$ cat config.mk
export PLATFORM = sky130hd
export DESIGN_NAME = ema_top
export DESIGN_NICKNAME = d
export VERILOG_FILES = /design/src/ema_pkg.sv /design/src/ema_top.sv
export SDC_FILE = /design/constraint.sdc
export NUM_CORES = 1
export LEC_CHECK = 0
export ABC_CLOCK_PERIOD_IN_PS = 2700
export BUFFER_PORTS_ARGS = -buffer_cell sky130_fd_sc_hd__buf_2
export CORE_ASPECT_RATIO = 0.7
export CORE_MARGIN = 2
export CORE_UTILIZATION = 41
export CTS_CLUSTER_SIZE = 28
export DETAILED_ROUTE_END_ITERATION = 8
export PLACE_DENSITY_LB_ADDON = 0.2
export SLEW_MARGIN = 20
export SYNTH_ARGS = -nofsm -noshare
export SYNTH_HDL_FRONTEND = slang
export SYNTH_SLANG_ARGS = --single-unit
$ cat constraint.sdc
create_clock -name core_clk -period 2.7 [get_ports core_clk]
set_input_delay 0.405 -clock core_clk [delete_from_list [all_inputs] [get_ports core_clk]]
set_output_delay 0.405 -clock core_clk [all_outputs]
set_load 0.01 [all_outputs]
$ cat src/ema_pkg.sv
package ema_pkg;

    // ****************************************************************
    // Register map
    // ****************************************************************
    localparam logic [15:0] ADDR_FRAMING_SELECT = 16'h0107;
    localparam logic [15:0] ADDR_FRAMING_CONTROL = 16'h010B;
    localparam logic [15:0] ADDR_INT_STATUS = 16'h0B0A;
    localparam logic [15:0] ADDR_INT_CLEAR = 16'h0B0B;
    localparam logic [15:0] ADDR_INT_ENABLE = 16'h0B0C;
    localparam logic [15:0] ADDR_LINE_STATE = 16'h0B0D;

    localparam logic [7:0] FRAMING_SELECT_RST = 8'h00;
    localparam logic [7:0] FRAMING_CONTROL_RST = 8'h01;
    localparam logic [7:0] INT_ENABLE_RST = 8'h00;
    localparam logic [7:0] RDATA_UNMAPPED = 8'h00;

    // ****************************************************************
    // Field positions
    // ****************************************************************
    localparam int FS_INTERWORK_BIT = 7;
    localparam int FS_TX_CRC_ERR_BIT = 6;
    localparam int FS_CAS_SEL_HI = 5;
    localparam int FS_CAS_SEL_LO = 4;
    localparam int FS_CRC_SEL_HI = 3;
    localparam int FS_CRC_SEL_LO = 2;
    localparam int FC_LOSS_HI = 1;
    localparam int FC_LOSS_LO = 0;

    // Interrupt status bits
    localparam int NUM_EVENTS = 3;
    localparam int EV_INTERWORK = 0;
    localparam int EV_CAS_ALIGN = 1;
    localparam int EV_CAS_LOSS = 2;

    // ****************************************************************
    // Codes and counts
    // ****************************************************************
    localparam logic [1:0] CAS_SEL_16FRAME = 2'h1;
    localparam logic [1:0] CAS_SEL_2FRAME = 2'h2;
    localparam logic [1:0] CRC_SEL_OFF = 2'h0;
    localparam logic [3:0] CAS_MF_PATTERN = 4'h0;
    localparam logic [3:0] CAS_MISS_16FRAME = 4'hF;
    localparam logic [3:0] CAS_MISS_2FRAME = 4'h1;
    localparam logic [3:0] FRAMES_PER_MF_LAST = 4'hF;

    // Interworking timeout
    localparam int CLK_KHZ = 100000;
    localparam int INTERWORK_MS = 400;
    localparam int INTERWORK_CYCLES = INTERWORK_MS * CLK_KHZ;
    localparam int TIMER_W = 26;

    // ****************************************************************
    // Carriers
    // ****************************************************************
    typedef struct packed {
        logic stb;
        logic [7:0] ts16;
    } ema_rx_frame_t;

    typedef struct packed {
        logic stb;
        logic bit_val;
    } ema_crc_bit_t;

    typedef enum logic [1:0] {
        CAS_OFF,
        CAS_HUNT,
        CAS_SYNC
    } ema_cas_state_t;

endpackage : ema_pkg

$ cat src/ema_top.sv
// Decided for this implementation: the address-and-strobe port.
`timescale 1ns/1ps
`default_nettype none

// Overview of operation
// - Framing select bit 7 turns the CRC-to-non-CRC interworking search on, and 0 turns it off.
// - With interworking and CRC alignment on, 400 ms of basic frame alignment without CRC
//      multiframe alignment means the far end has no CRC-4.
// - That conclusion raises an interworking interrupt whose status reads at 0x0B0A.
// - Bit 6 inverts the first CRC bit of every outgoing multiframe; at 0 CRC goes out clean.
// - The forced CRC error is ignored while CRC multiframing is disabled.
// - CAS select values 00 and 11 disable CAS multiframe alignment.
// - While CAS alignment is on, bits 1 to 4 of timeslot 16 of every frame are checked.
// - Select 01 declares alignment after 15 frames without the pattern then one with it.
// - Select 10 declares alignment after one frame without the pattern then one with it.
// - CRC select 00 disables CRC multiframe alignment and the forced CRC error.
module ema_top #(
    parameter int INTERWORK_CYCLES = ema_pkg::INTERWORK_CYCLES
) (
    input wire logic core_clk,
    input wire logic rst_b,
    input wire logic clk_en,
    input wire logic [15:0] reg_addr,
    input wire logic [7:0] reg_wdata,
    input wire logic reg_wr,
    input wire logic reg_rd,
    output logic [7:0] reg_rdata,
    input wire ema_pkg::ema_rx_frame_t rx_frame,
    input wire logic rx_fas_present,
    input wire logic rx_crc_mf_aligned,
    input wire ema_pkg::ema_crc_bit_t tx_c1_in,
    output ema_pkg::ema_crc_bit_t tx_c1_out,
    output logic crc_mf_enable,
    output logic interwork_enable,
    output logic remote_no_crc4,
    output logic cas_mf_aligned,
    output logic cas_mf_loss,
    output logic irq
);

    // ****************************************************************
    // Decode helpers
    // ****************************************************************
    function automatic logic cas_sel_on(input logic [1:0] sel);
        cas_sel_on = (sel == ema_pkg::CAS_SEL_16FRAME) || (sel == ema_pkg::CAS_SEL_2FRAME);
    endfunction : cas_sel_on

    function automatic logic [3:0] cas_miss_need(input logic [1:0] sel);
        if (sel == ema_pkg::CAS_SEL_16FRAME) begin
            cas_miss_need = ema_pkg::CAS_MISS_16FRAME;
        end else begin
            cas_miss_need = ema_pkg::CAS_MISS_2FRAME;
        end
    endfunction : cas_miss_need

    function automatic logic reg_hit(input logic [15:0] a, input logic [15:0] target);
        reg_hit = (a == target);
    endfunction : reg_hit

    // ****************************************************************
    // Registers
    // ****************************************************************
    logic [7:0] framing_select_r;
    logic [7:0] framing_control_r;
    logic [ema_pkg::NUM_EVENTS-1:0] int_status_r;
    logic [ema_pkg::NUM_EVENTS-1:0] int_enable_r;
    logic [ema_pkg::NUM_EVENTS-1:0] int_clear;
    logic [ema_pkg::NUM_EVENTS-1:0] int_event;
    logic [7:0] rdata_nxt;

    logic [1:0] cas_sel;
    logic [1:0] crc_sel;
    logic crc_on;
    logic cas_on;

    assign cas_sel = framing_select_r[ema_pkg::FS_CAS_SEL_HI:ema_pkg::FS_CAS_SEL_LO];
    assign crc_sel = framing_select_r[ema_pkg::FS_CRC_SEL_HI:ema_pkg::FS_CRC_SEL_LO];
    assign crc_on = (crc_sel != ema_pkg::CRC_SEL_OFF);
    assign cas_on = cas_sel_on(cas_sel);

    always_ff @(posedge core_clk or negedge rst_b) begin
        if (!rst_b) begin
            framing_select_r <= ema_pkg::FRAMING_SELECT_RST;
        end else if (clk_en && reg_wr && reg_hit(reg_addr, ema_pkg::ADDR_FRAMING_SELECT)) begin
            framing_select_r <= reg_wdata;
        end
    end

    always_ff @(posedge core_clk or negedge rst_b) begin
        if (!rst_b) begin
            framing_control_r <= ema_pkg::FRAMING_CONTROL_RST;
        end else if (clk_en && reg_wr && reg_hit(reg_addr, ema_pkg::ADDR_FRAMING_CONTROL)) begin
            framing_control_r <= reg_wdata;
        end
    end

    always_ff @(posedge core_clk or negedge rst_b) begin
        if (!rst_b) begin
            int_enable_r <= ema_pkg::INT_ENABLE_RST[ema_pkg::NUM_EVENTS-1:0];
        end else if (clk_en && reg_wr && reg_hit(reg_addr, ema_pkg::ADDR_INT_ENABLE)) begin
            int_enable_r <= reg_wdata[ema_pkg::NUM_EVENTS-1:0];
        end
    end

    // Write-one-to-clear strobe, no storage behind it
    assign int_clear = (reg_wr && reg_hit(reg_addr, ema_pkg::ADDR_INT_CLEAR))
        ? reg_wdata[ema_pkg::NUM_EVENTS-1:0] : '0;

    // ****************************************************************
    // Sticky status
    // ****************************************************************
    // A set in the same cycle as its clear wins, so no event is lost
    for (genvar i = 0; i < ema_pkg::NUM_EVENTS; i++) begin : g_status
        always_ff @(posedge core_clk or negedge rst_b) begin
            if (!rst_b) begin
                int_status_r[i] <= 1'b0;
            end else if (clk_en) begin
                if (int_event[i]) begin
                    int_status_r[i] <= 1'b1;
                end else if (int_clear[i]) begin
                    int_status_r[i] <= 1'b0;
                end
            end
        end
    end

    assign irq = |(int_status_r & int_enable_r);

    // ****************************************************************
    // Read port
    // ****************************************************************
    always_comb begin
        rdata_nxt = ema_pkg::RDATA_UNMAPPED;
        if (reg_hit(reg_addr, ema_pkg::ADDR_FRAMING_SELECT)) begin
            rdata_nxt = framing_select_r;
        end else if (reg_hit(reg_addr, ema_pkg::ADDR_FRAMING_CONTROL)) begin
            rdata_nxt = framing_control_r;
        end else if (reg_hit(reg_addr, ema_pkg::ADDR_INT_STATUS)) begin
            rdata_nxt = {5'h00, int_status_r};
        end else if (reg_hit(reg_addr, ema_pkg::ADDR_INT_ENABLE)) begin
            rdata_nxt = {5'h00, int_enable_r};
        end else if (reg_hit(reg_addr, ema_pkg::ADDR_LINE_STATE)) begin
            rdata_nxt = {5'h00, remote_no_crc4, cas_mf_loss, cas_mf_aligned};
        end
    end

    // Data only stands in the cycle after the read strobe
    always_ff @(posedge core_clk or negedge rst_b) begin
        if (!rst_b) begin
            reg_rdata <= 8'h00;
        end else if (clk_en) begin
            reg_rdata <= reg_rd ? rdata_nxt : 8'h00;
        end
    end

    // ****************************************************************
    // CRC-4 interworking timer
    // ****************************************************************
    logic [ema_pkg::TIMER_W-1:0] iw_count_r;
    logic remote_no_crc4_r;
    logic iw_run;
    logic iw_expire;

    // search only when bit 7 set
    assign interwork_enable = framing_select_r[ema_pkg::FS_INTERWORK_BIT];
    assign crc_mf_enable = crc_on;
    // runs while FAS present and CRC MF not yet found
    assign iw_run = interwork_enable && crc_on && rx_fas_present && !rx_crc_mf_aligned;
    assign iw_expire = iw_run && !remote_no_crc4_r
        && (iw_count_r == ema_pkg::TIMER_W'(INTERWORK_CYCLES - 1));

    always_ff @(posedge core_clk or negedge rst_b) begin
        if (!rst_b) begin
            iw_count_r <= '0;
        end else if (clk_en) begin
            if (!iw_run || iw_expire) begin
                iw_count_r <= '0;
            end else if (!remote_no_crc4_r) begin
                iw_count_r <= iw_count_r + 1'b1;
            end
        end
    end

    // Conclusion is held while the search conditions persist
    always_ff @(posedge core_clk or negedge rst_b) begin
        if (!rst_b) begin
            remote_no_crc4_r <= 1'b0;
        end else if (clk_en) begin
            if (iw_expire) begin
                remote_no_crc4_r <= 1'b1;
            end else if (!iw_run) begin
                remote_no_crc4_r <= 1'b0;
            end
        end
    end

    assign remote_no_crc4 = remote_no_crc4_r;

    // ****************************************************************
    // CAS multiframe alignment
    // ****************************************************************
    ema_pkg::ema_cas_state_t cas_state_r;
    logic [3:0] miss_run_r;
    logic [3:0] frame_pos_r;
    logic [1:0] loss_miss_r;
    logic pattern_seen;
    logic cas_declare;
    logic cas_lose;

    localparam logic [3:0] FRAMES_LAST = ema_pkg::FRAMES_PER_MF_LAST;

    // bits 1-4 of timeslot 16, first bit in the MSB
    assign pattern_seen = (rx_frame.ts16[7:4] == ema_pkg::CAS_MF_PATTERN);
    // declare after the required run of misses
    assign cas_declare = cas_on && rx_frame.stb && pattern_seen
        && (cas_state_r == ema_pkg::CAS_HUNT) && (miss_run_r >= cas_miss_need(cas_sel));
    // loss on the missed pattern slot that follows the configured number of earlier misses
    assign cas_lose = (cas_state_r == ema_pkg::CAS_SYNC) && rx_frame.stb
        && (frame_pos_r == FRAMES_LAST) && !pattern_seen
        && (loss_miss_r == framing_control_r[ema_pkg::FC_LOSS_HI:ema_pkg::FC_LOSS_LO]);

    always_ff @(posedge core_clk or negedge rst_b) begin
        if (!rst_b) begin
            cas_state_r <= ema_pkg::CAS_OFF;
        end else if (clk_en) begin
            unique case (cas_state_r)
                ema_pkg::CAS_OFF: begin
                    if (cas_on) begin
                        cas_state_r <= ema_pkg::CAS_HUNT;
                    end
                end
                ema_pkg::CAS_HUNT: begin
                    if (!cas_on) begin
                        cas_state_r <= ema_pkg::CAS_OFF;
                    end else if (cas_declare) begin
                        cas_state_r <= ema_pkg::CAS_SYNC;
                    end
                end
                ema_pkg::CAS_SYNC: begin
                    if (!cas_on) begin
                        cas_state_r <= ema_pkg::CAS_OFF;
                    end else if (cas_lose) begin
                        cas_state_r <= ema_pkg::CAS_HUNT;
                    end
                end
                default: begin
                    cas_state_r <= ema_pkg::CAS_OFF;
                end
            endcase
        end
    end

    // Run of consecutive frames without the pattern, saturating
    always_ff @(posedge core_clk or negedge rst_b) begin
        if (!rst_b) begin
            miss_run_r <= 4'h0;
        end else if (clk_en) begin
            if (!cas_on) begin
                miss_run_r <= 4'h0;
            end else if (rx_frame.stb) begin
                if (pattern_seen) begin
                    miss_run_r <= 4'h0;
                end else if (miss_run_r != 4'hF) begin
                    miss_run_r <= miss_run_r + 4'h1;
                end
            end
        end
    end

    // Frame position inside the multiframe once aligned
    always_ff @(posedge core_clk or negedge rst_b) begin
        if (!rst_b) begin
            frame_pos_r <= 4'h0;
        end else if (clk_en && rx_frame.stb) begin
            if (cas_declare) begin
                frame_pos_r <= 4'h0;
            end else begin
                frame_pos_r <= frame_pos_r + 4'h1;
            end
        end
    end

    // Consecutive multiframes whose pattern slot was wrong
    always_ff @(posedge core_clk or negedge rst_b) begin
        if (!rst_b) begin
            loss_miss_r <= 2'h0;
        end else if (clk_en) begin
            if (cas_declare || cas_state_r != ema_pkg::CAS_SYNC) begin
                loss_miss_r <= 2'h0;
            end else if (rx_frame.stb && frame_pos_r == FRAMES_LAST) begin
                if (pattern_seen || cas_lose) begin
                    loss_miss_r <= 2'h0;
                end else begin
                    loss_miss_r <= loss_miss_r + 2'h1;
                end
            end
        end
    end

    // loss holds until declaration clears it
    assign cas_mf_aligned = (cas_state_r == ema_pkg::CAS_SYNC);
    assign cas_mf_loss = !cas_mf_aligned;

    assign int_event[ema_pkg::EV_INTERWORK] = iw_expire;
    assign int_event[ema_pkg::EV_CAS_ALIGN] = cas_declare;
    assign int_event[ema_pkg::EV_CAS_LOSS] = cas_lose;

    // ****************************************************************
    // Transmit C1 corruption
    // ****************************************************************
    logic force_c1;

    // invert C1 when bit 6 set
    // ignored while CRC multiframing is off
    assign force_c1 = framing_select_r[ema_pkg::FS_TX_CRC_ERR_BIT] && crc_on;

    always_ff @(posedge core_clk or negedge rst_b) begin
        if (!rst_b) begin
            tx_c1_out <= '0;
        end else if (clk_en) begin
            tx_c1_out.stb <= tx_c1_in.stb;
            tx_c1_out.bit_val <= tx_c1_in.stb ? (tx_c1_in.bit_val ^ force_c1) : 1'b0;
        end
    end

endmodule : ema_top

`default_nettype wire

# Word-level counts from Yosys, hierarchy flattened
# Cells that the tools add are included.
op_classes:
  n_addsub: 4
  order_cmp: 1
  n_eq_ne: 22
  mux: 33
  n_bitwise: 2
  n_reduce_logical: 46
op_table:
  columns: ["cell", "count"]
  rows:
  - ["== test 16 x 12 -> 1 bit, second input constant", 4]
  - ["two-way mux 26 bit", 2]
  - ["== test 16 x 9 -> 1 bit, second input constant", 2]
  - ["adder 26 x 1 -> 26 bit, second input constant", 1]
  - ["== test 26 bit, second input constant", 1]
  - ["two-way mux 4 bit", 6]
  - ["two-way mux 8 bit", 3]
  - ["logical AND 1 bit", 21]
  - ["two-way mux 2 bit", 8]
  - ["two-way mux 3 bit", 4]
  - ["AND reduction 2 bit", 6]
  - ["nonzero test 2 bit", 5]
  - ["two-way mux 1 bit", 9]
  - ["adder 4 x 1 -> 4 bit, second input constant", 2]
  - ["inequality test 2 bit, second input constant", 3]
  - ["one-hot mux 2 bit (3 select lines)", 1]
  - ["logical NOT 1 bit", 5]
  - ["== test 2 x 1 -> 1 bit, second input constant", 2]
  - ["== test 2 bit, second input constant", 2]
  - ["== test 4 bit, second input constant", 1]
  - ["greater-or-equal comparator 4 bit", 1]
  - ["logical NOT 4 bit", 1]
  - ["logical OR 1 bit", 4]
  - ["inequality test 2 x 1 -> 1 bit, second input constant", 2]
  - ["12 further kinds", 12]
word_totals:
  reg_bits: 71
  in_bits: 42
  output_inout_bits: 16

# Longest topological paths before layout
logic_depth:
  word_depth: 9
  mapped_depth: 9
  depth_no_buf: 9

# Worst setup path before layout
# No wires, ideal clock.
synth_path:
  path_kind: "register to register"
  startpoint: "reg framing_select_r[4]"
  endpoint: "reg cas_state_r[1]"
  setup_time_ns: 0.118
  arrival_time_ns: 1.760
  t_required_ns: 2.582
  slack_ns: 0.822
  path_stages_with_launch: 9
  path_cell_list: "dfrtp_1 ha_1 inv_1 ha_1 a21o_1 a21o_1 a21oi_1 and4b_1 a21o_1"
synth_between:
  elab_chain_len: 8
synth_lines:
  columns: ["element", "line", "source"]
  rows:
  - ["from (decl)", "ema_top.sv:63", "logic [7:0] framing_select_r;"]
  - ["from (signal assigned)", "ema_top.sv:83", "framing_select_r <= ema_pkg::FRAMING_SELECT_RST;"]
  - ["from (signal assigned)", "ema_top.sv:85", "framing_select_r <= reg_wdata;"]
  - ["parallel branches: the longest is 8 deep, another holds greater-or-equal comparator 4 bit", null, null]
  - ["to (signal assigned)", "ema_top.sv:224", "cas_state_r <= ema_pkg::CAS_OFF;"]
  - ["to (signal assigned)", "ema_top.sv:229", "cas_state_r <= ema_pkg::CAS_HUNT;"]
  - ["to (signal assigned)", "ema_top.sv:234", "cas_state_r <= ema_pkg::CAS_OFF;"]
  - ["to (decl)", "ema_top.sv:202", "ema_pkg::ema_cas_state_t cas_state_r;"]
# Parallel ways; which one is timed is not known.
# A chain may end at the register's enable or synchronous reset.

# Worst setup path after layout
layout_path:
  startpoint: "reg framing_select_r[5]"
  endpoint: "reg int_status_r[1] (netlist name)"
layout_between:
  elab_chain_len: 8
layout_lines:
  columns: ["element", "line", "source"]
  rows:
  - ["parallel branches: the longest is 5 deep, another holds greater-or-equal comparator 4 bit", null, null]
  - ["logical AND 1 bit *", "ema_top.sv:216", "&& (cas_state_r == ema_pkg::CAS_HUNT) && (miss_run_r >= cas_miss_need(cas_sel));"]
  - ["nonzero test 2 bit (no source line)", null, null]
  - ["AND reduction 2 bit (no source line)", null, null]
  - ["to (signal, indexed assignment)", "ema_top.sv:116", "int_status_r[i] <= 1'b0;"]
  - ["to (signal, indexed assignment)", "ema_top.sv:119", "int_status_r[i] <= 1'b1;"]
  - ["to (signal, indexed assignment)", "ema_top.sv:121", "int_status_r[i] <= 1'b0;"]
  - ["to (decl)", "ema_top.sv:65", "logic [ema_pkg::NUM_EVENTS-1:0] int_status_r;"]
# Every way passes the cells marked *.

==> flow_summary.yaml <==
worst_setup_path:
  cp_max_fo: 4
  cp.arrival_ns: 2.37
  startpoint_type: "register"
  crit_required_ns: 2.92
  endpoint_kind: "register"
  crit_type: "register to register"
global_routing:
  grt_max_degree: 72
  grt_pass1_wl_mm: 14.4
  first_global_vias: 2864
  grt_overflow: 0
  track_usage_pct: 18.0
  antenna_found_initial: 0
finish:
  nNetsFinal: 491
  diodes: 0
  final_area_um2: 4620
  mostFrequentLayoutCells: "70 x dfrtp_1, 53 x buf_2, 40 x nand2_1"
  syn2layout_area_growth_pct: 19.1
  mostFrequentLayoutCell: "dfrtp_1"
  drive_gt1_share_pct: 26.2
detailed_routing:
  drc_errors: 0
  vias: 3002
  drt-total-wl_mm: 8.47
  post_drt_wl_per_cell_um: 14.8
  vias_per_cell: 5.26
  final_antenna_net_count: 0
  first_pass_iters: 4
  drt_iter0_drc: 212
timing:
  finalHoldViolCount: 0
  rsz0062_at_grt: "false"
  layout_min_cycle_time_ns: 2.14
  period_share_pct: 79.4
  slew_headroom_pct: 51.3
  clock.fmax_ghz: 0.467
  tns_ns: 0
  skew_ns: 0.00811
  setup_violations: 0
  tightest_slew_ns: 0.723
  slew_violations: 0
pwr:
  ir_drop_v: 0.000410
  finalPower_w: 0.00283
  p_leak_nw: 2.13
  power_density_nw_per_um2: 611
floorplan:
  fp.dieW_um: 120
  core-area_um2: 9140
  die_area_um2: 10300
  boundaryPins: 58
  rows: 29
  initial_core_util_pct: 42.4
  die_h_um: 85.4
logic_synthesis:
  postSynth.asyncResetShare_pct: 100
  syn_avg_cell_area_um2: 10.1
  ys_seq_area_share_pct: 45.8
  synthCells: 385
  synth_seq_cells: 71
  yosysUniqueCellTypes: 66
  synth_warnings: 0
  ys.flop_type: "dfrtp_1"
  synth-edff-count: 0
  synth_fp_nets: 434
  synth_area_um2: 3880
clocking:
  clock-sinks: 71
  cts_root_buf: "clkbuf_16"
  path_clk_slew_ns: 0.06
  cts_setup_buffers: 0
  cts.path.max_buffers: 2
  cts_resized: 0
  numCtsBuffers: 9
  cts_hold_buf: 0
  cts_tree: "done"
  clock_latency_ns: 0.33
  h-tree-depth: 3
worst_hold_path:
  hold_path.class: "input pin to async pin"
status:
  status: "complete, no violations"
placed_design:
  io_buffers: 53
  hpwl_mm: 6.10
  gp_congestion: 0.792
  dpl_cell_area_um2: 4270
job:
  drv_cap: 0
through the flow:
stage / worst slack (ns) / utilization, % / std cells / hold slack (ns)
after floorplan: 0.822 / - / 385 / 0.109
after global placement: 0.577 / 46.7 / 555 / 0.456
after detailed placement: 0.556 / 46.7 / 555 / 0.468
after CTS: 0.540 / 50.5 / 571 / 0.111
after global routing: 0.397 / 50.5 / 571 / 0.117
final: 0.558 / 50.5 / 571 / 0.0739
flip-flops by register name, indices dropped and copies added, names as in the netlist:
| signal | count |
|---|---|
| cas_state_r | 2 |
| frame_pos_r | 4 |
| framing_control_r | 8 |
| framing_select_r | 8 |
| int_enable_r | 3 |
| int_status_r | 3 |
| iw_count_r | 26 |
| loss_miss_r | 2 |
| miss_run_r | 4 |
| reg_rdata | 8 |
| remote_no_crc4 | 1 |
| tx_c1_out | 2 |
routing by layer:
metal	vias up	routed length (um)	track usage (%)	share of wire [%]
li1	1487	-	-	-
met1	1455	4360	26.1	51
met2	54	3640	26.4	43
met3	6	410	5.24	4.8
met4	0	58	4.76	0.69
met5	-	0	0	0
Yosys cell counts, drive strengths merged, types with 5 or more instances:
master	count	share of area, %
dfrtp	70	45
nand2	41	4.0
nor2	36	4.1
o21ai	19	2.5
mux2	18	5.2
xnor2	18	4.1
nor3	16	3.2
inv	15	1.5
a21oi	13	1.7
nand4	13	2.5
nand3	11	1.5
nor4	11	2.2
nor2b	9	1.5
xor2	9	2.0
buf	8	1.5
ha	7	2.3
o22ai	6	0.97
a21o	5	0.97
and2	5	0.81
logic make-up (layout without fill, tap and decap cells):
logic type	after synthesis	after routing	synth area share (%)
AO/OA/AOI/OAI	62	62	10.4
XOR/XNOR	27	27	6.09
adder cells (fa/ha/maj)	7	7	2.26
buffers and inverters	27	89	3.42
flip-flops	71	71	45.8
multiplexers	20	20	5.74
AND/OR/NAND/NOR	171	171	26.2
final cells by class:
cell class | count | area, um2
Sequential cell | 71 | 1780
Tap cell | 124 | 155
Clock buffer | 9 | 225
Multi-Input combinational cell | 287 | 1970
Timing Repair Buffer | 58 | 315
Clock inverter | 7 | 121
Fill cell | 857 | 4520
Inverter | 15 | 56.3
worst max-delay path: stages, from the launching register on:
cell,delay [ns]
dfrtp_1,0.37
inv_1,0.08
ha_1,0.19
inv_1,0.09
ha_1,0.27
a21o_1,0.15
a21o_1,0.17
a21oi_1,0.28
and4b_1,0.27
a21o_1,0.15
final timing paths:
| kind | start | end | slack, ns | depth (start not counted) |
|---|---|---|---|---|
| max | framing_select_r[5] | int_status_r[1] | 0.56 | 9 |
| min | rst_b | reg_rdata[5] | 0.07 | 2 |
| max reg2reg | framing_select_r[5] | int_status_r[1] | 0.56 | 9 |
| min reg2reg | framing_select_r[5] | reg_rdata[5] | 0.47 | 2 |
| max in group asynchronous | rst_b | framing_control_r[0] | 2.29 | 2 |
| min in group core_clk | reg_wdata[5] | framing_select_r[5] | 0.30 | 3 |
power breakdown:
| part | switching (W) | total [W] | leakage (nW) | internal, W |
|---|---|---|---|---|
| registers | 0.0000635 | 0.00119 | 0.960 | 0.00112 |
| clock network | 0.000459 | 0.00136 | 0.170 | 0.000905 |
| logic | 0.000149 | 0.000274 | 0.998 | 0.000126 |
| total | 0.000671 | 0.00283 | 2.13 | 0.00215 |
(Power assumes the default switching activity.)
